**config.mk**
```make
export PLATFORM = sky130hd
export DESIGN_NAME = rcc_reset_ctrl
export DESIGN_NICKNAME = d
export VERILOG_FILES = /design/src/rcc_pkg.sv /design/src/rcc_reset_ctrl.sv
export VERILOG_INCLUDE_DIRS = /design/src
export SDC_FILE = /design/constraint.sdc
export NUM_CORES = 1
export LEC_CHECK = 0
export ABC_AREA = 1
export ABC_CLOCK_PERIOD_IN_PS = 2400
export BUFFER_PORTS_ARGS = -buffer_cell sky130_fd_sc_hd__buf_2
export CAP_MARGIN = 5
export CELL_PAD_IN_SITES_DETAIL_PLACEMENT = 1
export CELL_PAD_IN_SITES_GLOBAL_PLACEMENT = 1
export CORE_MARGIN = 5
export CORE_UTILIZATION = 37
export DETAILED_ROUTE_END_ITERATION = 8
export PLACE_DENSITY = 0.92
export SETUP_SLACK_MARGIN = 0.02
export SLEW_MARGIN = 25
export SYNTH_ARGS = -nofsm -noshare
export SYNTH_HDL_FRONTEND = slang
export SYNTH_SLANG_ARGS = --single-unit
```
**constraint.sdc**
```tcl
create_clock -name clk -period 2.4 [get_ports clk]
set_clock_uncertainty 0.1 [all_clocks]
set_input_delay 0.24 -clock clk [delete_from_list [all_inputs] [get_ports clk]]
set_output_delay 0.24 -clock clk [all_outputs]
set_load 0.02 [all_outputs]
```
**src/rcc_defs.svh**
```systemverilog
`ifndef RCC_DEFS_SVH
`define RCC_DEFS_SVH

// register indices; byte address is four times the index
`define RCC_IDX_BORCTL 12'h811
`define RCC_IDX_CAUSE0 12'h813
`define RCC_IDX_CAUSE1 12'h814
`define RCC_IDX_CFG 12'h816
`define RCC_IDX_STAT 12'h817
`define RCC_IDX_W 12

// cause register 0 after power-on, unknown brown-out bit taken as 1
`define RCC_CAUSE0_POR 8'h3d
`define RCC_CAUSE1_POR 1'b1
`define RCC_SOFTWARE_BROWNOUT_ENABLE_POR 1'b1

// brown-out mode encodings
`define RCC_BORMODE_ON 2'b11
`define RCC_BORMODE_NOSLEEP 2'b10
`define RCC_BORMODE_SW 2'b01

// power-up timer select value that disables the timer
`define RCC_POWERUP_TIMER_OFF 2'b11

// timing
`define RCC_POWERUP_TIMER_MS 64
`define RCC_CLK_KHZ 250000
`define RCC_START_DLY 10
`define RCC_FILT_CYC 4

`define RCC_IRQ_VECTOR 16'h0004

// default configuration word image (erased part: low-power detector off)
`define RCC_CFG_DEFAULT 10'h0cb

`endif

```
**src/rcc_pkg.sv**
```systemverilog
package rcc_pkg;

  typedef struct packed {
    logic sw_pullup;
    logic saf_enable;
    logic [1:0] powerup_timer_select;
    logic stack_reset_enable_cfg;
    logic low_voltage_program_cfg;
    logic external_reset_enable_cfg;
    logic low_power_brownout_enable_cfg;
    logic [1:0] brownout_mode_cfg;
  } rcc_cfg_s;

  typedef struct packed {
    logic stack_over_flag;
    logic stack_under_flag;
    logic window_violation_flag;
    logic watchdog_reset_flag;
    logic external_reset_flag;
    logic reset_instr_flag;
    logic por_flag;
    logic brownout_flag;
  } rcc_cause0_s;

  typedef struct packed {
    logic timeout_flag;
    logic powerdown_flag;
  } rcc_stat_s;

  typedef enum logic [5:0] {
    RCC_ST_HOLD = 6'h01,
    RCC_ST_POWERUP_TIMER = 6'h02,
    RCC_ST_OST = 6'h04,
    RCC_ST_PIN = 6'h08,
    RCC_ST_DLY = 6'h10,
    RCC_ST_RUN = 6'h20
  } rcc_state_e;

endpackage

```
**src/rcc_reset_ctrl.sv**
```systemverilog
`timescale 1ns/1ns
`include "rcc_defs.svh"

module rcc_reset_ctrl #(
  parameter int POWERUP_TIMER_CYCLES = `RCC_POWERUP_TIMER_MS * `RCC_CLK_KHZ,
  parameter int FILT_CYCLES = `RCC_FILT_CYC,
  parameter int PC_W = 15,
  parameter logic [PC_W-1:0] FLASH_END = 15'h3fff,
  parameter logic [PC_W-1:0] SAF_BASE = 15'h3f80,
  parameter logic [9:0] CFG_DEFAULT = `RCC_CFG_DEFAULT
) (
  input wire logic clk, // 250 MHz system clock
  input wire logic reset_n, // power-on reset, async
  input wire logic psel, // apb select
  input wire logic penable, // apb access phase
  input wire logic pwrite, // apb direction
  input wire logic [13:0] paddr, // apb byte address
  input wire logic [31:0] pwdata, // apb write data
  output logic [31:0] prdata, // apb read data
  output logic pready, // apb ready
  output logic pslverr, // apb error on unmapped address
  input wire logic brownout_det, // main detector sees undervoltage
  input wire logic low_power_brownout_detector, // low-power detector trips
  input wire logic brownout_ready_status, // main detector armed
  input wire logic sleep_state, // core is asleep
  input wire logic sleep_enter, // sleep instruction pulse
  input wire logic watchdog_clear_instr, // watchdog clear pulse
  input wire logic watchdog_timeout, // watchdog time-out pulse
  input wire logic watchdog_window_viol, // window violation pulse
  input wire logic reset_instr, // reset instruction pulse
  input wire logic stack_over, // stack overflow pulse
  input wire logic stack_under, // stack underflow pulse
  input wire logic exec_strobe, // instruction really executed
  input wire logic [PC_W-1:0] exec_addr, // address of executed word
  input wire logic prog_mode_exit, // leaving programming mode
  input wire logic osc_ready, // oscillator start-up timer done
  input wire logic ost_required, // oscillator needs start-up timer
  input wire logic wake_irq, // interrupt wake from sleep pulse
  input wire logic wake_wdt, // watchdog wake from sleep pulse
  input wire logic global_irq_enable, // core interrupt enable
  input wire logic external_reset_pin_in, // external reset pin level
  output logic external_reset_pin_out, // pin output value
  output logic external_reset_pin_oe_n, // pin output enable, low drives
  output logic external_reset_pin_pullup, // weak pull-up enable
  output logic main_brownout_enable, // main detector power
  output logic brownout_to_power, // combined brown-out to power control
  output logic por_rearm, // re-arm power-on detector
  output logic irq_suppress, // ignore concurrent interrupt requests
  output logic core_reset_n, // core reset, low holds core
  output logic wake_resume, // resume at pc+1
  output logic vector_load, // load interrupt vector after resume
  output logic [15:0] vector_addr // interrupt vector address
);

  localparam int FILT_W = $clog2(FILT_CYCLES + 1);
  localparam int POWERUP_TIMER_W = $clog2(POWERUP_TIMER_CYCLES + 1);
  localparam int DLY_W = 4;

  rcc_pkg::rcc_state_e state;
  rcc_pkg::rcc_state_e next_state;
  rcc_pkg::rcc_cfg_s cfg;
  rcc_pkg::rcc_cfg_s next_cfg;
  rcc_pkg::rcc_cause0_s cause0;
  rcc_pkg::rcc_cause0_s next_cause0;
  rcc_pkg::rcc_stat_s stat;
  rcc_pkg::rcc_stat_s next_stat;
  logic mem_violation_flag;
  logic next_mem_violation_flag;
  logic software_brownout_enable;
  logic next_software_brownout_enable;
  logic por_path;
  logic next_por_path;
  logic pin_low_f;
  logic [FILT_W-1:0] filt_cnt;
  logic [POWERUP_TIMER_W-1:0] powerup_timer_cnt;
  logic [DLY_W-1:0] dly_cnt;
  logic hold_q_n;

  // register decode
  wire [`RCC_IDX_W-1:0] reg_idx = paddr[13:2];
  wire sel_borctl = reg_idx == `RCC_IDX_BORCTL;
  wire sel_cause0 = reg_idx == `RCC_IDX_CAUSE0;
  wire sel_cause1 = reg_idx == `RCC_IDX_CAUSE1;
  wire sel_cfg = reg_idx == `RCC_IDX_CFG;
  wire sel_stat = reg_idx == `RCC_IDX_STAT;
  wire mapped = sel_borctl | sel_cause0 | sel_cause1 | sel_cfg | sel_stat;
  wire wr_access = psel & penable & pwrite & mapped;
  wire wr_borctl = wr_access & sel_borctl;
  wire wr_cause0 = wr_access & sel_cause0;
  wire wr_cause1 = wr_access & sel_cause1;
  wire wr_cfg = wr_access & sel_cfg;
  wire wr_stat = wr_access & sel_stat;

  // brown-out path
  wire mode_on = cfg.brownout_mode_cfg == `RCC_BORMODE_ON;
  wire mode_nosleep = cfg.brownout_mode_cfg == `RCC_BORMODE_NOSLEEP;
  wire mode_sw = cfg.brownout_mode_cfg == `RCC_BORMODE_SW;
  wire main_en = mode_on | (mode_nosleep & ~sleep_state)
    | (mode_sw & software_brownout_enable);
  wire main_bor = brownout_det & main_en;
  wire lp_bor = low_power_brownout_detector & cfg.low_power_brownout_enable_cfg;
  wire bor_any = main_bor | lp_bor;

  // external reset pin
  wire ext_enabled = cfg.low_voltage_program_cfg | cfg.external_reset_enable_cfg;
  wire ext_active = ext_enabled & pin_low_f;

  // execution area check only on executed words, never on prefetch
  wire bad_area = (exec_addr > FLASH_END)
    | (cfg.saf_enable & (exec_addr >= SAF_BASE));
  wire in_run = state == rcc_pkg::RCC_ST_RUN;
  wire mem_violation_flag_evt = in_run & exec_strobe & bad_area;

  wire wdt_evt = in_run & (watchdog_timeout | watchdog_window_viol);
  wire wv_evt = in_run & watchdog_window_viol;
  wire ri_evt = in_run & reset_instr;
  wire ovf_evt = in_run & stack_over & cfg.stack_reset_enable_cfg;
  wire unf_evt = in_run & stack_under & cfg.stack_reset_enable_cfg;
  wire external_reset_pin_evt = in_run & ext_active;

  // any request pulls the core reset low in the same cycle
  wire req_now = bor_any | ext_active | wdt_evt | ri_evt | ovf_evt | unf_evt
    | mem_violation_flag_evt | prog_mode_exit;
  wire powerup_timer_on = cfg.powerup_timer_select != `RCC_POWERUP_TIMER_OFF;

  assign core_reset_n = hold_q_n & ~req_now;
  assign irq_suppress = mem_violation_flag_evt;
  assign main_brownout_enable = main_en;
  assign brownout_to_power = bor_any;
  assign por_rearm = mode_nosleep & lp_bor;

  // the pin is only ever an input; nothing internal may pull it low
  assign external_reset_pin_out = 1'b0;
  assign external_reset_pin_oe_n = 1'b1;
  assign external_reset_pin_pullup = ext_enabled | cfg.sw_pullup;

  assign pready = 1'b1;
  assign pslverr = psel & penable & ~mapped;
  assign vector_addr = `RCC_IRQ_VECTOR;

  // glitch filter: the level must stand for FILT_CYCLES before it counts
  always_ff @(posedge clk or negedge reset_n)
  begin
    if (!reset_n)
    begin
      filt_cnt <= '0;
      pin_low_f <= 1'b0;
    end
    else if (~external_reset_pin_in == pin_low_f)
      filt_cnt <= '0;
    else if (filt_cnt == FILT_W'(FILT_CYCLES - 1))
    begin
      filt_cnt <= '0;
      pin_low_f <= ~external_reset_pin_in;
    end
    else
      filt_cnt <= filt_cnt + FILT_W'(1);
  end

  // start-up sequencer
  always_comb
  begin
    next_state = state;
    next_por_path = por_path;
    if (bor_any | prog_mode_exit)
      next_por_path = 1'b1;
    case (state)
      rcc_pkg::RCC_ST_HOLD:
        if (!bor_any && !prog_mode_exit)
        begin
          if (por_path && powerup_timer_on)
            next_state = rcc_pkg::RCC_ST_POWERUP_TIMER;
          else if (por_path)
            next_state = rcc_pkg::RCC_ST_OST;
          else
            next_state = rcc_pkg::RCC_ST_PIN;
        end
      rcc_pkg::RCC_ST_POWERUP_TIMER:
        if (powerup_timer_cnt == POWERUP_TIMER_W'(POWERUP_TIMER_CYCLES - 1))
          next_state = rcc_pkg::RCC_ST_OST;
      rcc_pkg::RCC_ST_OST:
        if (osc_ready || !ost_required)
          next_state = rcc_pkg::RCC_ST_PIN;
      rcc_pkg::RCC_ST_PIN:
        if (!ext_active)
          next_state = rcc_pkg::RCC_ST_DLY;
      rcc_pkg::RCC_ST_DLY:
        if (dly_cnt == DLY_W'(`RCC_START_DLY - 1))
        begin
          next_state = rcc_pkg::RCC_ST_RUN;
          next_por_path = 1'b0;
        end
      rcc_pkg::RCC_ST_RUN:
        next_state = rcc_pkg::RCC_ST_RUN;
      default:
        next_state = rcc_pkg::RCC_ST_HOLD;
    endcase
    // timers do not look at the pin; only a new request restarts the chain
    if (bor_any || prog_mode_exit || (req_now && in_run))
      next_state = rcc_pkg::RCC_ST_HOLD;
  end

  always_ff @(posedge clk or negedge reset_n)
  begin
    if (!reset_n)
    begin
      state <= rcc_pkg::RCC_ST_HOLD;
      por_path <= 1'b1;
    end
    else
    begin
      state <= next_state;
      por_path <= next_por_path;
    end
  end

  always_ff @(posedge clk or negedge reset_n)
  begin
    if (!reset_n)
      powerup_timer_cnt <= '0;
    else if (state == rcc_pkg::RCC_ST_POWERUP_TIMER && next_state == rcc_pkg::RCC_ST_POWERUP_TIMER)
      powerup_timer_cnt <= powerup_timer_cnt + POWERUP_TIMER_W'(1);
    else
      powerup_timer_cnt <= '0;
  end

  always_ff @(posedge clk or negedge reset_n)
  begin
    if (!reset_n)
      dly_cnt <= '0;
    else if (state == rcc_pkg::RCC_ST_DLY && next_state == rcc_pkg::RCC_ST_DLY)
      dly_cnt <= dly_cnt + DLY_W'(1);
    else
      dly_cnt <= '0;
  end

  // released only on a clock edge, asserted at once through req_now
  always_ff @(posedge clk or negedge reset_n)
  begin
    if (!reset_n)
      hold_q_n <= 1'b0;
    else
      hold_q_n <= next_state == rcc_pkg::RCC_ST_RUN;
  end

  // cause flags: software write first, hardware events override it
  always_comb
  begin
    next_cause0 = cause0;
    next_mem_violation_flag = mem_violation_flag;
    next_stat = stat;
    next_software_brownout_enable = software_brownout_enable;
    next_cfg = cfg;
    if (wr_cause0)
      next_cause0 = pwdata[7:0];
    if (wr_cause1)
      next_mem_violation_flag = pwdata[1];
    if (wr_stat)
      next_stat = pwdata[1:0];
    if (wr_borctl)
      next_software_brownout_enable = pwdata[7];
    if (wr_cfg)
      next_cfg = pwdata[9:0];
    if (sleep_enter)
    begin
      next_stat.timeout_flag = 1'b1;
      next_stat.powerdown_flag = 1'b0;
    end
    if (watchdog_clear_instr)
      next_stat = 2'b11;
    if (wake_wdt)
      next_stat = 2'b00;
    if (wake_irq)
    begin
      next_stat.timeout_flag = 1'b1;
      next_stat.powerdown_flag = 1'b0;
    end
    if (external_reset_pin_evt)
    begin
      next_cause0.external_reset_flag = 1'b0;
      if (sleep_state)
        next_stat = 2'b10;
    end
    if (wdt_evt)
    begin
      next_cause0.watchdog_reset_flag = 1'b0;
      next_stat.timeout_flag = 1'b0;
    end
    if (wv_evt)
      next_cause0.window_violation_flag = 1'b0;
    if (ri_evt)
      next_cause0.reset_instr_flag = 1'b0;
    if (ovf_evt)
      next_cause0.stack_over_flag = 1'b1;
    if (unf_evt)
      next_cause0.stack_under_flag = 1'b1;
    if (mem_violation_flag_evt)
      next_mem_violation_flag = 1'b0;
    if (bor_any)
    begin
      next_cause0 = {6'h0f, cause0.por_flag, 1'b0};
      next_stat = 2'b11;
      next_software_brownout_enable = `RCC_SOFTWARE_BROWNOUT_ENABLE_POR;
    end
    if (prog_mode_exit)
    begin
      next_cause0 = `RCC_CAUSE0_POR;
      next_mem_violation_flag = `RCC_CAUSE1_POR;
      next_stat = 2'b11;
      next_software_brownout_enable = `RCC_SOFTWARE_BROWNOUT_ENABLE_POR;
    end
  end

  always_ff @(posedge clk or negedge reset_n)
  begin
    if (!reset_n)
    begin
      cause0 <= `RCC_CAUSE0_POR;
      mem_violation_flag <= `RCC_CAUSE1_POR;
      stat <= 2'b11;
      software_brownout_enable <= `RCC_SOFTWARE_BROWNOUT_ENABLE_POR;
      cfg <= CFG_DEFAULT;
    end
    else
    begin
      cause0 <= next_cause0;
      mem_violation_flag <= next_mem_violation_flag;
      stat <= next_stat;
      software_brownout_enable <= next_software_brownout_enable;
      cfg <= next_cfg;
    end
  end

  // read data captured in the setup cycle so the access completes at once
  wire [31:0] rd_mux =
    sel_borctl ? {24'h0, software_brownout_enable, 6'h00, brownout_ready_status} :
    sel_cause0 ? {24'h0, cause0} :
    sel_cause1 ? {30'h0, mem_violation_flag, 1'b0} :
    sel_cfg ? {22'h0, cfg} :
    sel_stat ? {18'h0, state, 6'h00, stat} : 32'h0;

  always_ff @(posedge clk or negedge reset_n)
  begin
    if (!reset_n)
      prdata <= 32'h0;
    else if (psel && !penable)
      prdata <= rd_mux;
  end

  // interrupt wake from sleep: resume, then vector if interrupts are enabled
  always_ff @(posedge clk or negedge reset_n)
  begin
    if (!reset_n)
    begin
      wake_resume <= 1'b0;
      vector_load <= 1'b0;
    end
    else
    begin
      wake_resume <= wake_irq & sleep_state;
      vector_load <= wake_resume & global_irq_enable;
    end
  end

endmodule // rcc_reset_ctrl

```
==> reports/metrics.cfg <==
[power]
ir_drop_mv=0.3680
power.leakage_nw=2.822
p_seq_frac=0.396
p_int_mw=2.696
power_frac_comb=0.124
power.density_nw_per_um2=634.9
p_switching_uw=897.8
p_clk_frac=0.480
swShare=0.2498

[detailed_routing]
dr_total_vias=4352
drc=0
drtIter0Drc=215
antenna_left=0
dr.pass1.iters=5
wirelength_mm=13.53
vias_per_cell=4.929
wl_per_cell_um=15.33

[floorplan]
dieArea_um2=15210
rows=41
core-area_um2=12620
die_h_um=123.3
start_util=0.3767
io_pins=145
fp.dieW_um=123.3

[placement]
port_buffers=76
place_congestion=0.8590
post-dp-hpwl_mm=10.28
post-place-ws_ns=0.1530

[timing]
setup_violations=0
rsz0062_at_grt=no
holdWs_ns=0.04262
fin_ws_ns=0.1875
setup-tns-final_ns=0
fmax_mhz=452.0
hold_viol=0
min_period_ns=2.213
slew_violations=0
finalCritPeriodShare=0.9219

[worst_setup_path]
cp_max_fo=6
crit_type=reg -> out
max_stage_delay_ns=0.56
start_kind=flip-flop
path_cells=nor2_4 -> nand3_2 -> nor2_1 -> nor2_1 -> nand2_1 -> nor2_1 -> nand2_2 -> nor2_4 -> buf_4
endpoint_kind=output port
cpMostUsedCell=nor2_1
cp.required_ns=2.06
crit_path_top_delay_cell=dfstp_2
cp.arrival_ns=1.87

[clock_network]
clkTransAtPathRegs_ns=0.06
cts.path.max_buffers=2
cts.sinks=78
clk-insertion-delay-late_ns=0.35
cts_tree=yes
root_buffer=clkbuf_16
cts_buffers=9
cts_setup_buffers=0
htreeDepth=3

[final_layout]
antennaDiodeCount=0
drive_above_1_share=0.2236
fillers=1607
post-route-util=0.4485
fin_nets=795
area_delta_synth_final_pct=19.08

[grt]
grt_pass1_wl_mm=22.12
grt_pass1_vias=4600
antenna_found_initial=0
gr-total-overflow=0
globalRouteTotalUtil=0.1851
grt_max_degree=44

[synthesis]
synth_area_um2=4753
syn_area_per_cell_um2=7.679
ys_seq_area_frac=0.4148
ys.warnings.count=0
yosysUniqueCellTypes=45
netlist_instances=619
ys_ff_latch=78

[min_path]
min_path_type=in -> reg

[job]
maxCapViolCount=0

[status]
status=completed

==> placed cells by master (no fill, tap or decap), types with 5 or more instances in the layout <==
| master | count |
|---|---|
| clkbuf_16 | 9 |
| o21ai_0 | 17 |
| dfrtp_1 | 62 |
| nor3_2 | 6 |
| o22ai_1 | 6 |
| nor3b_1 | 5 |
| nand2_2 | 7 |
| nor2_1 | 78 |
| a22o_1 | 5 |
| conb_1 | 37 |
| o21ai_1 | 7 |
| inv_1 | 94 |
| dfstp_2 | 16 |
| a21oi_1 | 11 |
| nand3_1 | 38 |
| nor3_1 | 16 |
| nand2_1 | 117 |
| buf_4 | 8 |
| buf_2 | 74 |
| nor2_4 | 6 |
| nor2_2 | 6 |
| xor2_1 | 11 |
| nand4_1 | 25 |
| nand3_2 | 5 |
==> kinds of logic (layout without fill, tap and decap cells) <==
kind of cell | Yosys count | in the layout | share of synthesized area
other | 2 | 37 | 0.001580
DFF | 78 | 78 | 0.4148
AOI/OAI and AO/OA | 58 | 58 | 0.07318
buffers and inverters | 143 | 200 | 0.1466
and+or+nand+nor | 320 | 320 | 0.3275
xor gates and xnor gates | 14 | 14 | 0.02580
adders and majority gates | 4 | 4 | 0.01053
==> Yosys cell counts (all sizes together) <==
library cell / instances / share of area
dfstp: 16 / 0.088
dfrtp: 62 / 0.33
buf: 42 / 0.067
nor4: 2 / 0.0026
nor3b: 7 / 0.013
a31oi: 3 / 0.0039
and2: 1 / 0.0013
a21oi: 11 / 0.012
xor2: 11 / 0.020
a22o: 5 / 0.0092
nand3b: 2 / 0.0039
nand4: 26 / 0.037
o22ai: 6 / 0.0079
a32oi: 1 / 0.0018
o211ai: 1 / 0.0016
xnor2: 3 / 0.0055
or2: 1 / 0.0013
nor3: 23 / 0.033
ha: 4 / 0.011
inv: 98 / 0.077
o21ai: 26 / 0.029
conb: 2 / 0.0016
a211oi: 2 / 0.0032
o31ai: 1 / 0.0016
nand3: 44 / 0.054
nand2: 124 / 0.10
a221oi: 1 / 0.0018
clkbuf: 3 / 0.0024
o21a: 1 / 0.0016
nor2: 90 / 0.079
==> critical path, delay by kind of cell, from the launching register on <==
family / cells / cell delay [ns]
and+or+nand+nor: 8 / 0.80
buffers and inverters: 1 / 0.15
DFF: 1 / 0.56
==> timing repair <==
action,in CTS,in global routing
setup endpoints to repair,0,3
endpoints found under the hold margin,36,0
resized for setup,0,9
hold buffers,2,0
==> metal layers <==
layer / wire length (um) / vias to the layer above / track usage / share of wire
met3: 767 / 21 / 0.03614 / 0.057
li1: - / 2102 / - / -
met4: 272 / 0 / 0.07059 / 0.020
met5: 0 / - / 0 / 0
met1: 5569 / 2108 / 0.2160 / 0.41
met2: 6923 / 121 / 0.3337 / 0.51
==> sequential cells by signal, summed over array words and instances, names as in the netlist <==
register and count:
pin_low_f 1, hold_q_n 1, vector_load 1, wake_resume 1, dly_cnt 4, state 6
stat 2, filt_cnt 3, cause0 8, powerup_timer_cnt 24, prdata 14, software_brownout_enable 1
cfg 10, mem_violation_flag 1, por_path 1
==> final timing paths <==
kind                              from                    end  slack, ns  depth (start not counted)
max                           state[0]           core_reset_n       0.19                          9
min in group asynchronous      reset_n  powerup_timer_cnt[20]       0.30                          2
max in group asynchronous      reset_n              cause0[4]       1.22                          3
min                          pwdata[3]                 cfg[3]       0.04                          3
min reg2reg                filt_cnt[0]            filt_cnt[0]       0.33                          1
max reg2reg                   state[3]  powerup_timer_cnt[18]       0.31                         13
==> power groups by stage <==
| stage | clock, mW | combinational, mW | sequential (mW) |
|---|---|---|---|
| after floorplan | 0 | 0.328 | 1.44 |
| after global placement | 0 | 0.417 | 1.44 |
| after detailed placement | 0 | 0.434 | 1.44 |
| after CTS | 1.76 | 0.442 | 1.42 |
| after global routing | 1.81 | 0.505 | 1.43 |
| final | 1.73 | 0.445 | 1.42 |
==> cell type report <==
| type | count | area (um^2) | area share |
|---|---|---|---|
| tap | 172 | 215.2 | 0.03802 |
| clock buffer | 11 | 252.7 | 0.04465 |
| inverter | 98 | 367.9 | 0.06499 |
| clock inverter | 5 | 128.9 | 0.02277 |
| timing repair buffer | 86 | 485.5 | 0.08576 |
| multi-input combinational | 433 | 2238 | 0.3954 |
| sequential | 78 | 1972 | 0.3484 |
==> stage by stage <==
step           area, um^2  power (mW)  cells
2_1_floorplan        4885       1.764    654
3_3_place_gp         5226       1.854    865
3_5_place_dp         5226       1.874    865
4_1_cts              5628       3.622    883
5_1_grt              5660       3.745    883
6_report             5660       3.594    883
Power figures use the tool's default switching activity.
